[src/sensor_regs_consts.vh]
`ifndef SENSOR_REGS_CONSTS_VH
`define SENSOR_REGS_CONSTS_VH
`define ADDR_TEMP_H       8'h41
`define ADDR_TEMP_L       8'h42
`define ADDR_RATE_X_H     8'h43
`define ADDR_RATE_X_L     8'h44
`define ADDR_RATE_Y_H     8'h45
`define ADDR_RATE_Y_L     8'h46
`define ADDR_RATE_Z_H     8'h47
`define ADDR_RATE_Z_L     8'h48
`define ADDR_PATH_RST     8'h68
`define ADDR_MOTION_CTRL  8'h69
`define ADDR_HOST_CTRL    8'h6a
`define BIT_ACCEL_RST     1
`define BIT_TEMP_RST      0
`define BIT_MOTION_EN     7
`define BIT_MOTION_MODE   6
`define BIT_QUEUE_EN      6
`define BIT_TWO_WIRE_DIS  4
`define BIT_QUEUE_RST     2
`define BIT_ALL_RST       0
`define MASK_PATH_RST     8'h03
`define MASK_MOTION_CTRL  8'hc1
`define MASK_HOST_CTRL    8'h55
`define RESET_BYTE        8'h00
`define RESET_WORD        16'h0000
`define GYRO_SENS_FS0     16'd131
`endif
[src/pulse_stretch.v]
`timescale 1ns/1ps
// Holds a pulse high until the slow clock enable has been seen once
module pulse_stretch (
  input  wire clock,
  input  wire nrst,
  input  wire start,
  input  wire slow_tick,
  output reg  busy_ff
);
  reg nxt_busy;
  always @* begin
    nxt_busy = busy_ff;
    if (start) begin
      nxt_busy = 1'b1;
    end else if (slow_tick) begin
      nxt_busy = 1'b0;
    end
  end
  always @(posedge clock or negedge nrst) begin
    if (!nrst) begin
      busy_ff <= 1'b0;
    end else begin
      busy_ff <= nxt_busy;
    end
  end
endmodule

[src/sensor_path_regs.v]
`timescale 1ns/1ps
`include "sensor_regs_consts.vh"
// What this block does
// - Temperature result read as high byte at 0x41, low byte at 0x42
// - X rate result read as high byte at 0x43, low byte at 0x44
// - Y rate result read as high byte at 0x45, low byte at 0x46
// - Z rate result read as high byte at 0x47, low byte at 0x48
// - Rate result is sensitivity times rate, 131 counts per dps at scale zero
// - Path reset bit 1 resets accelerometer path, results kept
// - Path reset bit 0 resets temperature path, results kept
// - Motion control bit 7 enables wake-on-motion detector
// - Compare mode picks first sample or previous sample as reference
// - Host control bit 6 enables queue, else serial queue access blocked
// - Queue operation bit never stops internal queue writes
// - Host control bit 4 disables two-wire slave, four-wire only
// - Host control bit 2 resets queue module asynchronously
// - Queue reset bit self-clears after one internal 20 MHz cycle
// - Host control bit 0 resets gyro, accel and temp paths together
// - Combined reset also clears all sensor result registers
module sensor_path_regs (
  input  wire        clock,
  input  wire        nrst,
  input  wire        reg_wr,
  input  wire        reg_rd,
  input  wire [7:0]  reg_addr,
  input  wire [7:0]  reg_wdata,
  output reg  [7:0]  reg_rdata_ff,
  input  wire        sample_valid,
  input  wire [15:0] temp_sample,
  input  wire [15:0] rate_x_sample,
  input  wire [15:0] rate_y_sample,
  input  wire [15:0] rate_z_sample,
  input  wire        osc_tick,
  input  wire        queue_src_write,
  output reg         queue_write_ff,
  output reg         queue_host_access_ff,
  output reg         queue_reset_n_ff,
  output reg         two_wire_enable_ff,
  output reg         motion_detect_active_ff,
  output reg         motion_compare_mode_ff,
  output reg         accel_path_reset_ff,
  output reg         temp_path_reset_ff,
  output reg         gyro_path_reset_ff
);
  localparam ST_IDLE = 2'b01;
  localparam ST_ARMED = 2'b10;

  reg [15:0] temp_result_ff;
  reg [15:0] rate_x_result_ff;
  reg [15:0] rate_y_result_ff;
  reg [15:0] rate_z_result_ff;
  reg [7:0]  path_reset_control_ff;
  reg [7:0]  motion_detect_control_ff;
  reg [7:0]  host_control_ff;
  reg [1:0]  wom_state_ff;
  reg [1:0]  nxt_wom_state;
  reg [2:0]  tick_sync_ff;
  reg [7:0]  nxt_rdata;
  wire       slow_tick;
  wire       queue_rst_busy;
  wire       wr_path;
  wire       wr_motion;
  wire       wr_host;
  wire       all_reset;

  assign wr_path   = reg_wr && (reg_addr == `ADDR_PATH_RST);
  assign wr_motion = reg_wr && (reg_addr == `ADDR_MOTION_CTRL);
  assign wr_host   = reg_wr && (reg_addr == `ADDR_HOST_CTRL);
  assign all_reset = wr_host && reg_wdata[`BIT_ALL_RST];
  assign slow_tick = (tick_sync_ff[1] == tick_sync_ff[2]) && tick_sync_ff[1];

  // Internal oscillator tick is foreign to this clock
  always @(posedge clock or negedge nrst) begin
    if (!nrst) begin
      tick_sync_ff <= 3'h0;
    end else begin
      tick_sync_ff <= {tick_sync_ff[1:0], osc_tick};
    end
  end

  pulse_stretch u_queue_rst (
    .clock     (clock),
    .nrst      (nrst),
    .start     (wr_host && reg_wdata[`BIT_QUEUE_RST]),
    .slow_tick (slow_tick),
    .busy_ff   (queue_rst_busy)
  );

  // Result capture; analog front end already applies 131 counts per dps
  always @(posedge clock or negedge nrst) begin
    if (!nrst) begin
      temp_result_ff   <= `RESET_WORD;
      rate_x_result_ff <= `RESET_WORD;
      rate_y_result_ff <= `RESET_WORD;
      rate_z_result_ff <= `RESET_WORD;
    end else if (all_reset) begin
      temp_result_ff   <= `RESET_WORD;
      rate_x_result_ff <= `RESET_WORD;
      rate_y_result_ff <= `RESET_WORD;
      rate_z_result_ff <= `RESET_WORD;
    end else if (sample_valid) begin
      temp_result_ff   <= temp_sample;
      rate_x_result_ff <= rate_x_sample;
      rate_y_result_ff <= rate_y_sample;
      rate_z_result_ff <= rate_z_sample;
    end
  end

  // Control registers; only defined bits are stored, except that motion control also stores its undefined bit 0
  always @(posedge clock or negedge nrst) begin
    if (!nrst) begin
      path_reset_control_ff    <= `RESET_BYTE;
      motion_detect_control_ff <= `RESET_BYTE;
      host_control_ff          <= `RESET_BYTE;
    end else begin
      if (wr_path) begin
        path_reset_control_ff <= reg_wdata & `MASK_PATH_RST;
      end else begin
        path_reset_control_ff <= `RESET_BYTE;
      end
      if (wr_motion) begin
        motion_detect_control_ff <= reg_wdata & `MASK_MOTION_CTRL;
      end
      if (wr_host) begin
        host_control_ff <= reg_wdata & `MASK_HOST_CTRL;
      end else begin
        host_control_ff[`BIT_ALL_RST] <= 1'b0;
        host_control_ff[`BIT_QUEUE_RST] <= queue_rst_busy && !slow_tick;
      end
    end
  end

  // Wake-on-motion arming: armed while motion control bit 7 is set; compare mode bit only passed out
  always @* begin
    nxt_wom_state = wom_state_ff;
    case (wom_state_ff)
      ST_IDLE: begin
        if (motion_detect_control_ff[`BIT_MOTION_EN]) begin
          nxt_wom_state = ST_ARMED;
        end
      end
      ST_ARMED: begin
        if (!motion_detect_control_ff[`BIT_MOTION_EN]) begin
          nxt_wom_state = ST_IDLE;
        end
      end
      default: begin
        nxt_wom_state = ST_IDLE;
      end
    endcase
  end

  always @(posedge clock or negedge nrst) begin
    if (!nrst) begin
      wom_state_ff <= ST_IDLE;
    end else begin
      wom_state_ff <= nxt_wom_state;
    end
  end

  always @(posedge clock or negedge nrst) begin
    if (!nrst) begin
      queue_write_ff          <= 1'b0;
      queue_host_access_ff    <= 1'b0;
      queue_reset_n_ff        <= 1'b1;
      two_wire_enable_ff      <= 1'b1;
      motion_detect_active_ff <= 1'b0;
      motion_compare_mode_ff  <= 1'b0;
      accel_path_reset_ff     <= 1'b0;
      temp_path_reset_ff      <= 1'b0;
      gyro_path_reset_ff      <= 1'b0;
    end else begin
      queue_write_ff          <= queue_src_write;
      queue_host_access_ff    <= host_control_ff[`BIT_QUEUE_EN];
      queue_reset_n_ff        <= !queue_rst_busy;
      two_wire_enable_ff      <= !host_control_ff[`BIT_TWO_WIRE_DIS];
      motion_detect_active_ff <= (wom_state_ff == ST_ARMED);
      motion_compare_mode_ff  <= motion_detect_control_ff[`BIT_MOTION_MODE];
      accel_path_reset_ff     <= path_reset_control_ff[`BIT_ACCEL_RST] ||
                                 host_control_ff[`BIT_ALL_RST];
      temp_path_reset_ff      <= path_reset_control_ff[`BIT_TEMP_RST] ||
                                 host_control_ff[`BIT_ALL_RST];
      gyro_path_reset_ff      <= host_control_ff[`BIT_ALL_RST];
    end
  end

  // Read mux; unmapped addresses read zero
  always @* begin
    nxt_rdata = `RESET_BYTE;
    case (reg_addr)
      `ADDR_TEMP_H:      nxt_rdata = temp_result_ff[15:8];
      `ADDR_TEMP_L:      nxt_rdata = temp_result_ff[7:0];
      `ADDR_RATE_X_H:    nxt_rdata = rate_x_result_ff[15:8];
      `ADDR_RATE_X_L:    nxt_rdata = rate_x_result_ff[7:0];
      `ADDR_RATE_Y_H:    nxt_rdata = rate_y_result_ff[15:8];
      `ADDR_RATE_Y_L:    nxt_rdata = rate_y_result_ff[7:0];
      `ADDR_RATE_Z_H:    nxt_rdata = rate_z_result_ff[15:8];
      `ADDR_RATE_Z_L:    nxt_rdata = rate_z_result_ff[7:0];
      `ADDR_PATH_RST:    nxt_rdata = path_reset_control_ff;
      `ADDR_MOTION_CTRL: nxt_rdata = motion_detect_control_ff;
      `ADDR_HOST_CTRL:   nxt_rdata = host_control_ff;
      default:           nxt_rdata = `RESET_BYTE;
    endcase
  end

  always @(posedge clock or negedge nrst) begin
    if (!nrst) begin
      reg_rdata_ff <= `RESET_BYTE;
    end else if (reg_rd) begin
      reg_rdata_ff <= nxt_rdata;
    end
  end
endmodule

[config.mk]
export PLATFORM = sky130hd
export DESIGN_NAME = sensor_path_regs
export DESIGN_NICKNAME = d
export VERILOG_FILES = /design/src/pulse_stretch.v /design/src/sensor_path_regs.v
export VERILOG_INCLUDE_DIRS = /design/src /design/src/src
export SDC_FILE = /design/constraint.sdc
export NUM_CORES = 1
export LEC_CHECK = 0
export ABC_AREA = 1
export BUFFER_PORTS_ARGS = -buffer_cell sky130_fd_sc_hd__buf_2
export CORE_UTILIZATION = 45
export DETAILED_ROUTE_END_ITERATION = 10
export MAX_ROUTING_LAYER = met4
export PLACE_DENSITY = 0.69
export RECOVER_POWER = 50
export SYNTH_ARGS = -nofsm -noshare
export SYNTH_HDL_FRONTEND = slang
export SYNTH_SLANG_ARGS = --single-unit
export TNS_END_PERCENT = 5
[constraint.sdc]
create_clock -name clock -period 1.22 [get_ports clock]
set_clock_uncertainty 0.1 [all_clocks]
set_input_delay 0.244 -clock clock [delete_from_list [all_inputs] [get_ports clock]]
set_output_delay 0.244 -clock clock [all_outputs]
set_load 0.005 [all_outputs]
## Word level (Yosys, flattened, before mapping)

Cells that the tools add are included.

| storage, ports and cells | value |
|---|---|
| register bits after elaboration | 102 |
| bits of input ports | 87 |
| output and inout port bits | 17 |
| logic and storage cells | 69 |

| cells by class | value |
|---|---|
| equality and inequality tests | 16 |
| multiplexer cells | 17 |
| reduce and logical (&&, ||, !) cells | 15 |

Operator list:

| operator | count |
|---|---|
| 2-to-1 mux 16 bit | 8 |
| equality test 8 x 7 -> 1 bit, second input constant | 11 |
| one-hot mux 8 bit (11 select lines) | 1 |
| logical AND 1 bit | 7 |
| 2-to-1 mux 2 bit | 3 |
| 2-to-1 mux 1 bit | 4 |
| inequality test 2 bit, second input constant | 2 |
| one-hot mux 2 bit (2 select lines) | 1 |
| nonzero test 2 bit | 2 |
| logical NOT 1 bit | 3 |
| equality test 2 x 1 -> 1 bit, second input constant | 1 |
| equality test 2 bit, second input constant | 1 |
| logical OR 1 bit | 2 |
| AND reduction 2 bit | 1 |
| equality test 1 bit | 1 |

## Depth between registers and ports, before layout

| logic depth | value |
|---|---|
| depth in word-level cells | 5 |
| gate-level depth with buffers | 10 |
| mapped depth without buffers | 9 |

## Hierarchy

From an unflattened synthesis, not the netlist that was laid out.

| unflattened totals | value |
|---|---|
| cell total of the unflattened synthesis | 546 |
| area total of the unflattened synthesis | 4774.6 µm² |

By module, submodules not included:

| module | times used | cells each | area an instance (µm²) |
|---|---|---|---|
| sensor_path_regs | 1 | 541 | 4734.5 |
| pulse_stretch | 1 | 5 | 40.0 |

## Worst setup path before layout

OpenSTA, ideal clock, no wires.

| path | value |
|---|---|
| path type | input to register |
| start point | in reg_addr[2] |
| end point | reg rate_x_result_ff[13] |
| arrival | 1.161 ns |
| data required time | 1.002 ns |
| slack | -0.159 ns |
| stages on the path | 10 |
| buffers on the path | 2 |
| path through | inv_2 nand2_2 nor2_4 nand2_2 nor2_8 nand2_4 buf_6 buf_6 nand3_2 o21ai_2 |

| on the way | value |
|---|---|
| word-level cells in the longest chain between the ends | 4 |

RTL lines:

| item | line | source |
|---|---|---|
| start, declared | sensor_path_regs.v:25 | `input wire [7:0] reg_addr,` |
| equality test 8 x 7 -> 1 bit * | n/a |  |
| logical AND 1 bit * | sensor_path_regs.v:68 | `` assign wr_host = reg_wr && (reg_addr == `ADDR_HOST_CTRL); `` |
| logical AND 1 bit * | sensor_path_regs.v:69 | `` assign all_reset = wr_host && reg_wdata[`BIT_ALL_RST]; `` |
| 2-to-1 mux 16 bit or nonzero test 2 bit (tied branches) | n/a |  |
| end signal, assigned | sensor_path_regs.v:93 | `` rate_x_result_ff <= `RESET_WORD; `` |
| end signal, assigned | sensor_path_regs.v:98 | `` rate_x_result_ff <= `RESET_WORD; `` |
| end signal, assigned | sensor_path_regs.v:103 | `rate_x_result_ff <= rate_x_sample;` |
| end, declared | sensor_path_regs.v:49 | `reg [15:0] rate_x_result_ff;` |

Every way passes the cells marked *; elsewhere a longest branch is shown, timed or not.
A chain may end at the register's enable or synchronous reset.

## Final worst setup path

| path | value |
|---|---|
| start point | reg two_wire_enable_ff |
| end point | out two_wire_enable_ff |

RTL lines:

| item | line | source |
|---|---|---|
| start, declared | sensor_path_regs.v:38 | `output reg two_wire_enable_ff,` |
| start signal, assigned | sensor_path_regs.v:176 | `` two_wire_enable_ff <= !host_control_ff[`BIT_TWO_WIRE_DIS]; `` |

No word-level cell between the ends.

==> impl_metrics.env <==
export IMPL_outcome="complete, but fails checks"
export IMPL_violations="negative setup slack"
export IMPL_ioPinCount=104
export IMPL_synthMuxAreaShare=0
export IMPL_worstPathRequired_ns=0.88
export IMPL_io_buffers=101
export IMPL_critPathTopFamily="flip-flops"
export IMPL_die_area_um2=10300
export IMPL_hpwl_um=8910
export IMPL_finalHoldViolations=0
export IMPL_avgSynthCellArea_um2=8.31
export IMPL_clk_latency_ns=0.36
export IMPL_area_growth_pct=27.2
export IMPL_cp_max_fo=1
export IMPL_clkTransAtPathRegs_ns=0.10
export IMPL_hold_class="input pin to flop"
export IMPL_comb_power_share=0.126
export IMPL_antenna_found_initial=0
export IMPL_syn_num_nets=624
export IMPL_synthAdderAreaFrac=0
export IMPL_synth_area_um2=4460
export IMPL_setup_ws_ns=-0.105
export IMPL_yosys_register_bits=96
export IMPL_cts_tree="done"
export IMPL_synth_compound_area_share=0.103
export IMPL_critPathBufInv=1
export IMPL_layout_commonest_cell="nand2_1"
export IMPL_slowest_stage="dfstp_2"
export IMPL_dpl_cell_area_um2=5390
export IMPL_yosysSeqAreaShare=0.539
export IMPL_gp_congestion=0.890
export IMPL_postCtsSetupRepairBufs=0
export IMPL_maxSlewViolCount=0
export IMPL_slew_headroom=0.676
export IMPL_core_area_um2=9420
export IMPL_grt_max_degree=39
export IMPL_drt_total_wl_um=11800
export IMPL_cts_root_buf="clkbuf_8"
export IMPL_period_share=1.09
export IMPL_grt_remaining_overflow=0
export IMPL_start_util=0.474
export IMPL_drtPass1Iterations=4
export IMPL_critPathLaunchType="flop"
export IMPL_grt_use_total=0.254
export IMPL_cts_max_level=3
export IMPL_ir_drop_v=0.000631
export IMPL_p_per_area_nw_per_um2=1200
export IMPL_cts_made_buffers=9
export IMPL_grt_pass1_vias=3877
export IMPL_worst_setup_path_type="flop to output pin"
export IMPL_clk_path_buf_depth=2
export IMPL_fp_dieH_um=102
export IMPL_post_route_min_period_ns=1.32
export IMPL_synth_distinct_cells=26
export IMPL_drive_above_1_share=0.286
export IMPL_ys_warn_count=0
export IMPL_vias=4020
export IMPL_synthSimpleGateAreaFrac=0.290
export IMPL_rsz0062_at_grt="true"
export IMPL_synthXorXnorAreaFrac=0
export IMPL_synth_enable_flop_cells=0
export IMPL_postRouteAntennaNets=0
export IMPL_critical_path_arrival_ns=0.98
export IMPL_mostFrequentLayoutCells="nand2_1 (161), buf_2 (99), dfrtp_1 (93)"
export IMPL_final_area_um2=5680
export IMPL_crit_chain="buf_2"
export IMPL_ys_async_sr_fraction=1.00
export IMPL_antenna_diode_count=0
export IMPL_synth_top_family_by_area="simple AND/OR/NAND/NOR gates"
export IMPL_post_drt_wl_per_cell_um=14.9
export IMPL_worst_pin_slew_ns=0.486
export IMPL_layout_nets=747
export IMPL_intPower_uw=5060
export IMPL_endpoint_kind="output pin"
export IMPL_ys_flop_type="dfrtp_1"
export IMPL_synthCells=537
export IMPL_n_fill_cell=850
export IMPL_swShare=0.258
export IMPL_cts_sinks=96
export IMPL_tns_ns=-0.476
export IMPL_postLayoutCoreUtil=0.603
export IMPL_grt_pass1_wl_um=19100
export IMPL_seqPwrFrac=0.529
export IMPL_fp_dieW_um=102
export IMPL_drc_errors=0
export IMPL_std_cell_rows=35
export IMPL_clock_power_share=0.345
export IMPL_timing_hold_ws_ns=0.0104
export IMPL_switchingPower_uw=1760
export IMPL_timing_fmax_mhz=755
export IMPL_drt_iter0_drc=164
export IMPL_vias_per_cell=5.06
export IMPL_p_leak_uw=0.00294
export IMPL_timing_final_setup_violations=12
export IMPL_drv_cap=0
export IMPL_critical_path_max_stage_delay_ns=0.52
## repair_timing
item,CTS,global route
setup endpoints to repair,10,28
hold endpoints to repair,101,0
hold buffers,7,0
resized for setup,0,6
## logic make-up (layout without fill, tap and decap cells)
logic type,Yosys count,in the layout
compound gates,83,83
flops,96,96
simple gates,290,290
buf+inv,68,196
## worst paths after layout
| kind | startpoint | to | slack [ns] | cells past startpoint |
|---|---|---|---|---|
| min in group asynchronous | nrst | host_control_ff[2] | 0.27 | 2 |
| setup / recovery | two_wire_enable_ff | two_wire_enable_ff | -0.10 | 1 |
| hold reg to reg | tick_sync_ff[0] | tick_sync_ff[1] | 0.26 | 0 |
| setup reg to reg | rate_z_result_ff[15] | reg_rdata_ff[7] | 0.03 | 6 |
| hold / removal | rate_y_sample[11] | rate_y_result_ff[11] | 0.01 | 3 |
| max in group asynchronous | nrst | wom_state_ff[0] | 0.07 | 3 |
## power groups by stage
stage / registers (uW) / logic, uW / clock network [uW]
floorplan: 3620 / 431 / 0
global placement: 3660 / 823 / 0
detailed placement: 3670 / 856 / 0
CTS: 3610 / 877 / 2410
global route: 3630 / 973 / 2550
finish: 3610 / 856 / 2350
## metal layers
| metal | GRT usage | vias up | routed length, um |
|---|---|---|---|
| met4 | 0.0691 | 0 | 136 |
| met2 | 0.375 | 142 | 5480 |
| met1 | 0.355 | 1885 | 5490 |
| met3 | 0.0504 | 14 | 695 |
| met5 | - | - | 0 |
| li1 | - | 1979 | - |
## state kept, by name, indices dropped and copies added, names as in the netlist, 2 cells and up
| name | flops |
|---|---|
| motion_detect_control_ff | 3 |
| temp_result_ff | 16 |
| rate_x_result_ff | 16 |
| path_reset_control_ff | 2 |
| rate_z_result_ff | 16 |
| tick_sync_ff | 3 |
| reg_rdata_ff | 8 |
| wom_state_ff | 2 |
| host_control_ff | 4 |
| rate_y_result_ff | 16 |
## cell usage after synthesis, types with 3 or more instances
| master | number | area share |
|---|---|---|
| nand3_1 | 69 | 0.077 |
| nor2_1 | 35 | 0.029 |
| buf_2 | 7 | 0.0078 |
| inv_1 | 37 | 0.031 |
| clkbuf_1 | 10 | 0.0084 |
| o21ai_2 | 10 | 0.020 |
| o21a_1 | 3 | 0.0050 |
| nor2_2 | 3 | 0.0042 |
| dfstp_2 | 3 | 0.018 |
| nand2_2 | 4 | 0.0056 |
| buf_4 | 6 | 0.010 |
| nand3_2 | 10 | 0.022 |
| nand2_1 | 162 | 0.14 |
| inv_2 | 5 | 0.0042 |
| dfrtp_1 | 93 | 0.52 |
| a21oi_1 | 46 | 0.052 |
| o21ai_1 | 5 | 0.0056 |
| o21ai_0 | 19 | 0.021 |
## per-stage QoR
stage	cells	setup slack, ns	total power [uW]
after floorplan	537	-0.136	4050
after global placement	771	-0.377	4480
after detailed placement	771	-0.358	4530
after CTS	794	-0.129	6900
after global routing	794	-0.146	7160
final	794	-0.105	6820
## cell type report
cell class	count	area (um^2)	area share
repair buffers	138	920	0.162
flip-flops and latches	96	2410	0.424
inverters	42	173	0.0304
clock buffers	10	138	0.0242
clock inverters	6	91.3	0.0161
well taps	129	161	0.0284
multi-input cells	373	1790	0.315
## worst reg2reg max path, cell delays in order, from the launching register on
cell	delay [ns]
dfrtp_1	0.43
nand3_1	0.10
nand2_1	0.05
nor2_1	0.16
nand3_1	0.11
nand2_1	0.10
nand2_1	0.05
Note: power is estimated with default switching activity, not from simulation.
